<file path="src/common/sar_pkg.sv">
// shared constants and carriers for the converter sequencing and readout block
// ----------------------------------------------------------------
// Notes on behaviour
// - ref buffer powered down while its powerdown input is high
// - impulse mode cuts current after each conversion; interface stays active
// - convert-start begins conversion; further starts and power-down ignored until done
// - convert-start works regardless of chip-select and read
// - impulse mode: start held low at busy fall times acquisition, reconverts; code skips this after a master read-after
// - self-repeat only in impulse mode, never warp or normal
// - coding select applies in all interface modes except 18-bit parallel
// - outputs high impedance unless chip-select and read both low
// - parallel bus width 18, 16 or 8 bits by mode inputs
// - result readable in next acquisition or during following conversion
// - both mode select inputs high selects serial interface
// - serial shifts 18 bits msb first, one per clock pulse
// - serial data shifts on the falling clock edge, stable across the rising one
// - clock source low: device makes serial clock and sync, optionally inverted
// - master mode: read-timing input picks after-conversion or during-next
// - master read-after: busy stays high until all 18 bits sent
// - divider inputs slow the internal serial clock
// - clock source high: external clock, shift only with chip-select and read low
// - external clock may be continuous or gapped, idling high or low
// - slave read-during: unread bits at conversion end pulse read-overrun; code pulses only once a read has begun
// - slave read-after daisy chain latches chain input on opposite edge
// ----------------------------------------------------------------
package sar_pkg;
    localparam int RES_W = 18;
    localparam logic [4:0] BITS_LAST = 5'h11;
    localparam logic [7:0] CONV_CYCLES = 8'h8c;   // about 700 ns at 200 MHz
    localparam logic [7:0] ACQ_CYCLES = 8'h5a;    // self-timed acquisition
    localparam logic [7:0] HALF_CONV = 8'h46;
    localparam logic [1:0] SPD_IMPULSE = 2'h2;
    localparam logic [1:0] BUS_18 = 2'h0;
    localparam logic [1:0] BUS_16 = 2'h1;
    localparam logic [1:0] BUS_8 = 2'h2;
    localparam logic [1:0] BUS_SERIAL = 2'h3;

    typedef enum logic [1:0] {ST_IDLE, ST_CONV, ST_TAIL, ST_ACQ} phase_e;

    typedef struct packed {
        logic       ref_buffer_powerdown;
        logic       power_down_input;
        logic [1:0] speed_mode;
        logic       output_coding_select;
        logic       interface_mode_sel_lo;
        logic       interface_mode_sel_hi;
        logic       clock_source_select;
        logic       read_timing_or_chain_in;
        logic [1:0] serial_clock_divider;
        logic       invert_sclk;
        logic       invert_sync;
        logic       byte_sel;
    } cfg_s;

    typedef struct packed {
        logic [17:0] data_out;
        logic [17:0] data_oe;
        logic        sclk_out;
        logic        sclk_oe;
        logic        sync_out;
        logic        busy;
        logic        read_overrun_flag;
        logic        ref_buf_on;
        logic        analog_on;
    } out_s;
endpackage

</file>
<file path="src/rtl/sar_ctrl.sv">
// conversion sequencer and parallel/serial result readout
`timescale 1ns/1ps
module sar_ctrl (
    input  wire logic           clk_sys,
    input  wire logic           rst_n,
    input  wire logic           convert_start_n,
    input  wire logic           cs_n,
    input  wire logic           rd_n,
    input  wire logic           sclk_in,
    input  wire sar_pkg::cfg_s  cfg,
    input  wire logic [17:0]    sample_code,
    output sar_pkg::out_s       out
);
    typedef struct packed {
        sar_pkg::phase_e ph;
        logic [7:0]      cnt;
        logic            cnv_prev;
        logic [17:0]     result;
        logic [17:0]     shreg;
        logic [4:0]      bits;
        logic            sending;
        logic            sclk_int;
        logic [3:0]      div;
        logic            sclk_prev;
        logic            chain_bit;
        sar_pkg::out_s   o;
    } state_s;

    state_s s_q;
    state_s s_d;

    logic serial;
    logic master;
    logic ext_rise;
    logic ext_fall;
    logic rd_on;
    logic [17:0] coded;

    assign serial = cfg.interface_mode_sel_lo & cfg.interface_mode_sel_hi;
    assign master = serial & ~cfg.clock_source_select;
    assign rd_on = ~cs_n & ~rd_n;
    // external clock gated by chip-select and read; any idle level works since only edges count
    assign ext_rise = rd_on & sclk_in & ~s_q.sclk_prev;
    assign ext_fall = rd_on & ~sclk_in & s_q.sclk_prev;

    always_comb
    begin
        // msb flip gives twos complement; not in 18-bit parallel
        if (!cfg.output_coding_select && !(!serial && cfg.interface_mode_sel_hi == 1'b0
            && cfg.interface_mode_sel_lo == 1'b0))
            coded = {~sample_code[17], sample_code[16:0]};
        else
            coded = sample_code;
    end

    always_comb
    begin
        logic start;
        logic conv_done;
        logic [1:0] bm;
        start = 1'b0;
        conv_done = 1'b0;
        bm = {cfg.interface_mode_sel_hi, cfg.interface_mode_sel_lo};
        s_d = s_q;
        s_d.cnv_prev = convert_start_n;
        s_d.sclk_prev = sclk_in;
        s_d.o.read_overrun_flag = 1'b0;
        // falling edge of convert-start, independent of the read strobes
        start = s_q.cnv_prev & ~convert_start_n;
        s_d.o.ref_buf_on = ~cfg.ref_buffer_powerdown;
        unique case (s_q.ph)
            sar_pkg::ST_IDLE, sar_pkg::ST_ACQ:
            begin
                if (s_q.ph == sar_pkg::ST_ACQ)
                    s_d.cnt = s_q.cnt + 8'h01;
                // power-down only honoured between conversions
                s_d.o.analog_on = ~cfg.power_down_input & (cfg.speed_mode != sar_pkg::SPD_IMPULSE);
                if (start || (s_q.ph == sar_pkg::ST_ACQ && s_q.cnt == sar_pkg::ACQ_CYCLES))
                begin
                    s_d.ph = sar_pkg::ST_CONV;
                    s_d.cnt = 8'h00;
                    s_d.o.busy = 1'b1;
                    s_d.o.analog_on = 1'b1;
                end
                else if (s_q.ph == sar_pkg::ST_ACQ && convert_start_n)
                    s_d.ph = sar_pkg::ST_IDLE;
            end
            sar_pkg::ST_CONV:
            begin
                // starts and power-down are not looked at here
                s_d.cnt = s_q.cnt + 8'h01;
                if (s_q.cnt == sar_pkg::CONV_CYCLES)
                    conv_done = 1'b1;
            end
            sar_pkg::ST_TAIL:
            begin
                if (!s_q.sending)
                begin
                    s_d.o.busy = 1'b0;
                    s_d.ph = sar_pkg::ST_IDLE;
                end
            end
            default: s_d.ph = sar_pkg::ST_IDLE;
        endcase

        if (conv_done)
        begin
            // slave read-during: previous result partly but not fully shifted
            if (serial && cfg.clock_source_select && cfg.read_timing_or_chain_in
                && s_q.bits != 5'h00 && s_q.bits <= sar_pkg::BITS_LAST)
                s_d.o.read_overrun_flag = 1'b1;
            s_d.result = coded;
            s_d.o.analog_on = cfg.speed_mode != sar_pkg::SPD_IMPULSE;
            if (!(master && !cfg.read_timing_or_chain_in))
                s_d.shreg = coded;
            s_d.bits = 5'h00;
            if (master && !cfg.read_timing_or_chain_in)
            begin
                s_d.shreg = coded;
                s_d.sending = 1'b1;
                s_d.ph = sar_pkg::ST_TAIL;
            end
            else
            begin
                s_d.o.busy = 1'b0;
                // self-repeat only in impulse mode
                if (!convert_start_n && cfg.speed_mode == sar_pkg::SPD_IMPULSE)
                begin
                    s_d.ph = sar_pkg::ST_ACQ;
                    s_d.cnt = 8'h00;
                end
                else
                    s_d.ph = sar_pkg::ST_IDLE;
            end
        end
        // master read-during: send previous result from convert-start, within the first half only at divider 0
        if (master && cfg.read_timing_or_chain_in && start && s_q.ph != sar_pkg::ST_CONV)
        begin
            s_d.shreg = s_q.result;
            s_d.sending = 1'b1;
            s_d.bits = 5'h00;
        end

        // internal clock generator with divider
        if (master && s_q.sending)
        begin
            s_d.div = s_q.div + 4'h1;
            if (s_q.div >= {2'b00, cfg.serial_clock_divider} * 4'h3)
            begin
                s_d.div = 4'h0;
                s_d.sclk_int = ~s_q.sclk_int;
                // shift on falling edge so data is stable over the rising one
                if (s_q.sclk_int)
                begin
                    s_d.shreg = {s_q.shreg[16:0], 1'b0};
                    s_d.bits = s_q.bits + 5'h01;
                    if (s_q.bits == sar_pkg::BITS_LAST)
                        s_d.sending = 1'b0;
                end
            end
        end
        else
        begin
            s_d.sclk_int = 1'b0;
            s_d.div = 4'h0;
        end

        // slave clock: chain bit taken on rise, shifted out on fall
        if (serial && cfg.clock_source_select)
        begin
            if (ext_rise && cfg.read_timing_or_chain_in)
                s_d.chain_bit = cfg.read_timing_or_chain_in;
            if (ext_rise)
                s_d.chain_bit = cfg.read_timing_or_chain_in;
            if (ext_fall && s_q.bits <= sar_pkg::BITS_LAST)
            begin
                s_d.shreg = {s_q.shreg[16:0], s_q.chain_bit};
                s_d.bits = s_q.bits + 5'h01;
            end
        end

        // output drivers
        s_d.o.sclk_out = s_d.sclk_int ^ cfg.invert_sclk;
        s_d.o.sclk_oe = master & rd_on;
        s_d.o.sync_out = s_d.sending ^ cfg.invert_sync;
        s_d.o.data_out = 18'h00000;
        s_d.o.data_oe = 18'h00000;
        if (rd_on)
        begin
            unique case (bm)
                sar_pkg::BUS_18: begin s_d.o.data_out = s_q.result; s_d.o.data_oe = 18'h3ffff; end
                sar_pkg::BUS_16:
                begin
                    s_d.o.data_out = cfg.byte_sel ? {16'h0000, s_q.result[1:0]} : {2'b00, s_q.result[17:2]};
                    s_d.o.data_oe = 18'h0ffff;
                end
                sar_pkg::BUS_8:
                begin
                    s_d.o.data_out = cfg.byte_sel ? {10'h000, s_q.result[9:2]} : {10'h000, s_q.result[17:10]};
                    s_d.o.data_oe = 18'h000ff;
                end
                sar_pkg::BUS_SERIAL:
                begin
                    s_d.o.data_out = {17'h00000, s_d.shreg[17]};
                    s_d.o.data_oe = 18'h00001;
                end
            endcase
        end
    end

    always_ff @(posedge clk_sys)
    begin
        if (!rst_n)
        begin
            s_q <= '0;
            s_q.cnv_prev <= 1'b1;
        end
        else
            s_q <= s_d;
    end

    assign out = s_q.o;

    property p_busy_rise;
        @(posedge clk_sys) disable iff (!rst_n)
        (s_q.ph == sar_pkg::ST_IDLE && $fell(convert_start_n) && s_q.cnv_prev) |=> out.busy;
    endproperty
    a_busy_rise: assert property (p_busy_rise) else $error("busy did not rise");

    property p_hiz;
        @(posedge clk_sys) disable iff (!rst_n)
        (cs_n || rd_n) |=> (out.data_oe == 18'h00000);
    endproperty
    a_hiz: assert property (p_hiz) else $error("outputs driven while deselected");

    property p_no_restart;
        @(posedge clk_sys) disable iff (!rst_n)
        (s_q.ph == sar_pkg::ST_CONV && s_q.cnt != sar_pkg::CONV_CYCLES) |=> s_q.ph == sar_pkg::ST_CONV;
    endproperty
    a_no_restart: assert property (p_no_restart) else $error("conversion aborted");

    property p_tail_busy;
        @(posedge clk_sys) disable iff (!rst_n)
        (s_q.ph == sar_pkg::ST_TAIL && s_q.sending) |-> out.busy;
    endproperty
    a_tail_busy: assert property (p_tail_busy) else $error("busy fell before bits sent");

    property p_refbuf;
        @(posedge clk_sys) disable iff (!rst_n)
        cfg.ref_buffer_powerdown |=> !out.ref_buf_on;
    endproperty
    a_refbuf: assert property (p_refbuf) else $error("ref buffer on while powered down");

    property p_repeat;
        @(posedge clk_sys) disable iff (!rst_n)
        (s_q.ph == sar_pkg::ST_ACQ) |-> cfg.speed_mode == sar_pkg::SPD_IMPULSE || $past(cfg.speed_mode) == sar_pkg::SPD_IMPULSE;
    endproperty
    a_repeat: assert property (p_repeat) else $error("self repeat outside impulse mode");

    property p_overrun_pulse;
        @(posedge clk_sys) disable iff (!rst_n)
        out.read_overrun_flag |=> !out.read_overrun_flag;
    endproperty
    a_overrun_pulse: assert property (p_overrun_pulse) else $error("overrun not a pulse");

    property p_bits;
        @(posedge clk_sys) disable iff (!rst_n)
        s_q.bits <= 5'h12;
    endproperty
    a_bits: assert property (p_bits) else $error("more than 18 bits shifted");
endmodule

</file>
<file path="config.mk">
export PLATFORM = sky130hd
export DESIGN_NAME = sar_ctrl
export DESIGN_NICKNAME = d
export VERILOG_FILES = /design/src/common/sar_pkg.sv /design/src/rtl/sar_ctrl.sv
export SDC_FILE = /design/constraint.sdc
export NUM_CORES = 1
export LEC_CHECK = 0
export ABC_AREA = 1
export BUFFER_PORTS_ARGS = -buffer_cell sky130_fd_sc_hd__clkbuf_2
export CORE_ASPECT_RATIO = 1.1
export CORE_MARGIN = 8
export CORE_UTILIZATION = 50
export DETAILED_ROUTE_END_ITERATION = 10
export MAX_ROUTING_LAYER = met4
export PLACE_DENSITY = 0.72
export SYNTH_ARGS = -nofsm -noshare
export SYNTH_HDL_FRONTEND = slang
export SYNTH_SLANG_ARGS = --single-unit
</file>
<file path="constraint.sdc">
create_clock -name clk_sys -period 6.16 [get_ports clk_sys]
set_clock_uncertainty 0.2 [all_clocks]
set_input_delay 1.232 -clock clk_sys [delete_from_list [all_inputs] [get_ports clk_sys]]
set_output_delay 1.232 -clock clk_sys [all_outputs]
set_load 0.02 [all_outputs]
</file>
==> insert_results.sql <==
INSERT INTO impl_metrics (metric_group, metric, value, unit) VALUES
('sta', 'max_slew_margin', '0.2873', ''),
('sta', 'max_freq', '311.4', 'MHz'),
('logic_synthesis', 'yosys.area.top_type', 'sky130_fd_sc_hd__dfxtp_1', ''),
('logic_synthesis', 'synth_edf_count', '0', ''),
('cts', 'cts-root-to-sink-buffers', '2', ''),
('die', 'die_area', '12590', 'um^2'),
('power_and_ir_drop', 'leakagePower', '2.108', 'nW'),
('logic_synthesis', 'synth-compound-area-share', '0.1788', ''),
('logic_synthesis', 'synth_xor_xnor_area_share', '0.01136', ''),
('cells_and_area', 'nFillCells', '912', ''),
('cts', 'post-cts-setup-buffer-count', '0', ''),
('cells_and_area', 'layout-area-overhead-vs-synth', '6.600', '%'),
('logic_synthesis', 'postSynthAreaPerCell', '7.425', 'um^2'),
('power_and_ir_drop', 'combinational_group_share_of_total_power', '0.095', ''),
('cells_and_area', 'final_common_cell', 'sky130_fd_sc_hd__nand2_1', ''),
('cts', 'post_cts.resized_instances', '0', ''),
('logic_synthesis', 'ys_dominant_reg_cell', 'sky130_fd_sc_hd__dfxtp_1', ''),
('logic_synthesis', 'synth.ff_latch_count', '89', ''),
('placement', 'port_buffers', '80', ''),
('grt', 'grt_pass1_vias', '3992', ''),
('worst_setup_path', 'critPathKind', 'primary input to flop', ''),
('sta', 'min_period_over_period', '0.5213', ''),
('cts', 'clock_tree.htree_level_count', '3', ''),
('power_and_ir_drop', 'share_seq_of_total_power', '0.539', ''),
('placement', 'post-dp-hpwl', '8.359', 'mm'),
('cts', 'cts-buffers-inserted', '9', ''),
('worst_setup_path', 'cp_data_arrival_time', '3.31', 'ns'),
('sta', 'finalSetupViolCount', '0', ''),
('logic_synthesis', 'postSynthCellCount', '623', ''),
('cts', 'clk_latency', '0.36', 'ns'),
('die', 'std_cell_rows', '37', ''),
('worst_setup_path', 'setup_crit_end_kind', 'flop', ''),
('sta', 'final_max_slew_viol_count', '0', ''),
('outcome', 'outcome', 'complete, no violations', ''),
('power_and_ir_drop', 'netSwitchingFraction', '0.2542', ''),
('drt', 'antenna_left', '0', ''),
('die', 'initial_utilization', '0.5046', ''),
('power_and_ir_drop', 'p_sw', '0.2770', 'mW'),
('logic_synthesis', 'netlist_area', '4626', 'um^2'),
('sta', 'worst_pin_slew', '1.067', 'ns'),
('sta', 'setup_total_negative_slack', '0', 'ns'),
('power_and_ir_drop', 'clock_power_share', '0.367', ''),
('logic_synthesis', 'yosysUniqueCellTypes', '44', ''),
('die', 'top_level_ports', '81', ''),
('grt', 'groute.usage.overall', '0.1888', ''),
('sta', 'finalHoldViolations', '0', ''),
('worst_setup_path', 'timing.critical_path.from_type', 'primary input', ''),
('placement', 'gp_congestion', '0.9448', ''),
('logic_synthesis', 'synth_top_cells_by_area', 'sky130_fd_sc_hd__dfxtp_1 39%, sky130_fd_sc_hd__nand2_1 8.7%, sky130_fd_sc_hd__buf_4 7.0%', ''),
('worst_setup_path', 'required', '6.26', 'ns'),
('sta', 'rsz_0062_raised_after_global_routing', 'no', ''),
('drt', 'drtIter0Drc', '223', ''),
('power_and_ir_drop', 'p_int', '0.8129', 'mW'),
('hold_path', 'holdCritPathClass', 'flop to flop', ''),
('grt', 'residual_overflow_from_global_routing', '0', ''),
('grt', 'grt_first_pass_wirelength', '18.49', 'mm'),
('logic_synthesis', 'synthAdderAreaFrac', '0.04598', ''),
('cells_and_area', 'multi_input_comb_area', '2088', 'um^2'),
('cts', 'clk_pin_slew_worst_paths', '0.08', 'ns'),
('logic_synthesis', 'synthArstFlopShare', '0', ''),
('logic_synthesis', 'synth.area.mux_share', '0', ''),
('grt', 'grt_start_max_net_pins', '39', ''),
('cts', 'cts_tree', 'yes', ''),
('drt', 'drc_violations_left', '0', ''),
('job', 'maxCapViolations', '0', ''),
('cells_and_area', 'drive_above_1_share', '0.1826', ''),
('die', 'die_height', '116.9', 'um'),
('die', 'fp.coreArea', '9166', 'um^2'),
('die', 'die_width', '107.7', 'um'),
('drt', 'detailroute.via_count', '4076', ''),
('drt', 'drt-pass1-iter-count', '5', '');
-- flip-flops by register name, indices dropped and copies added (netlist names) --
name / cells
s_q: 60
out: 29
-- logic make-up (layout without fill, tap and decap cells) --
family / count (synthesis) / after routing
adders and majority gates: 17 / 17
DFF: 89 / 89
and+or+nand+nor: 223 / 223
buffers and inverters: 147 / 181
xor gates and xnor gates: 6 / 6
AOI/OAI and AO/OA: 141 / 141
-- power by group through the flow --
stage	Combinational (mW)	Sequential (mW)	Clock, mW
detailed placement	0.103	0.600	0
global placement	0.101	0.600	0
finish	0.103	0.587	0.400
floorplan	0.0755	0.599	0
CTS	0.103	0.587	0.410
global route	0.114	0.588	0.437
-- per-stage QoR --
step           worst slack (ns)  area (um^2)  instances    util
6_report                  2.949         4931        774  0.5379
4_1_cts                   2.970         4931        774  0.5379
3_3_place_gp              2.671         4742        758  0.5173
5_1_grt                   2.720         4931        774  0.5379
3_5_place_dp              2.602         4742        758  0.5173
2_1_floorplan             3.221         4626        623       -
-- routing by layer --
metal,part of all wire,GRT usage
met2,0.48,0.3240
met4,0.022,0.09907
met1,0.44,0.2070
met3,0.059,0.03122
met5,0,-
-- critical path: stages --
cell and delay [ns]:
sky130_fd_sc_hd__clkbuf_2 0.11, sky130_fd_sc_hd__inv_1 0.05, sky130_fd_sc_hd__ha_1 0.28, sky130_fd_sc_hd__ha_1 0.29, sky130_fd_sc_hd__nand2_1 0.07, sky130_fd_sc_hd__nand2_1 0.05
sky130_fd_sc_hd__nand2_1 0.05, sky130_fd_sc_hd__nand3_1 0.12, sky130_fd_sc_hd__nand3_2 0.10, sky130_fd_sc_hd__nand2_2 0.36, sky130_fd_sc_hd__nor2_1 0.36, sky130_fd_sc_hd__o21ai_0 0.11
sky130_fd_sc_hd__nor2_1 0.11
-- path summary, 6_finish.rpt --
check | startpoint | to | slack [ns] | depth (start not counted)
max reg2reg | s_q[102]$_SDFFE_PN0P_ | s_q[93]$_SDFF_PN0_ | 3.03 | 11
min reg2reg | s_q[59]$_SDFF_PN0_ | s_q[60]$_SDFF_PN0_ | 0.26 | 2
max | cfg[3] | s_q[51]$_SDFF_PN0_ | 2.95 | 13
min | s_q[59]$_SDFF_PN0_ | s_q[60]$_SDFF_PN0_ | 0.26 | 2
-- cells in the mapped netlist (3+ instances only) --
master / n
sky130_fd_sc_hd__o21ai_0: 40
sky130_fd_sc_hd__nand3_2: 3
sky130_fd_sc_hd__buf_4: 43
sky130_fd_sc_hd__a21oi_1: 55
sky130_fd_sc_hd__dfxtp_1: 89
sky130_fd_sc_hd__o32ai_1: 3
sky130_fd_sc_hd__buf_2: 10
sky130_fd_sc_hd__o21ai_1: 3
sky130_fd_sc_hd__clkbuf_1: 6
sky130_fd_sc_hd__o31ai_1: 5
sky130_fd_sc_hd__ha_1: 17
sky130_fd_sc_hd__nand2_1: 107
sky130_fd_sc_hd__inv_1: 79
sky130_fd_sc_hd__xnor2_1: 3
sky130_fd_sc_hd__inv_2: 3
sky130_fd_sc_hd__nor2_1: 49
sky130_fd_sc_hd__nor3_1: 4
sky130_fd_sc_hd__a21oi_2: 4
sky130_fd_sc_hd__o211ai_1: 18
sky130_fd_sc_hd__o22ai_1: 3
sky130_fd_sc_hd__nand2_2: 6
sky130_fd_sc_hd__xor2_1: 3
sky130_fd_sc_hd__nand3_1: 41
-- layout make-up --
cell class | instances | area share
well taps | 117 | 0.02969
multi-input cells | 387 | 0.4235
repair buffers | 81 | 0.08272
flip-flops and latches | 89 | 0.3613
clock inverters | 3 | 0.008120
inverters | 84 | 0.06445
clock buffers | 13 | 0.03020
No activity file was read; power rests on OpenSTA's default activity.
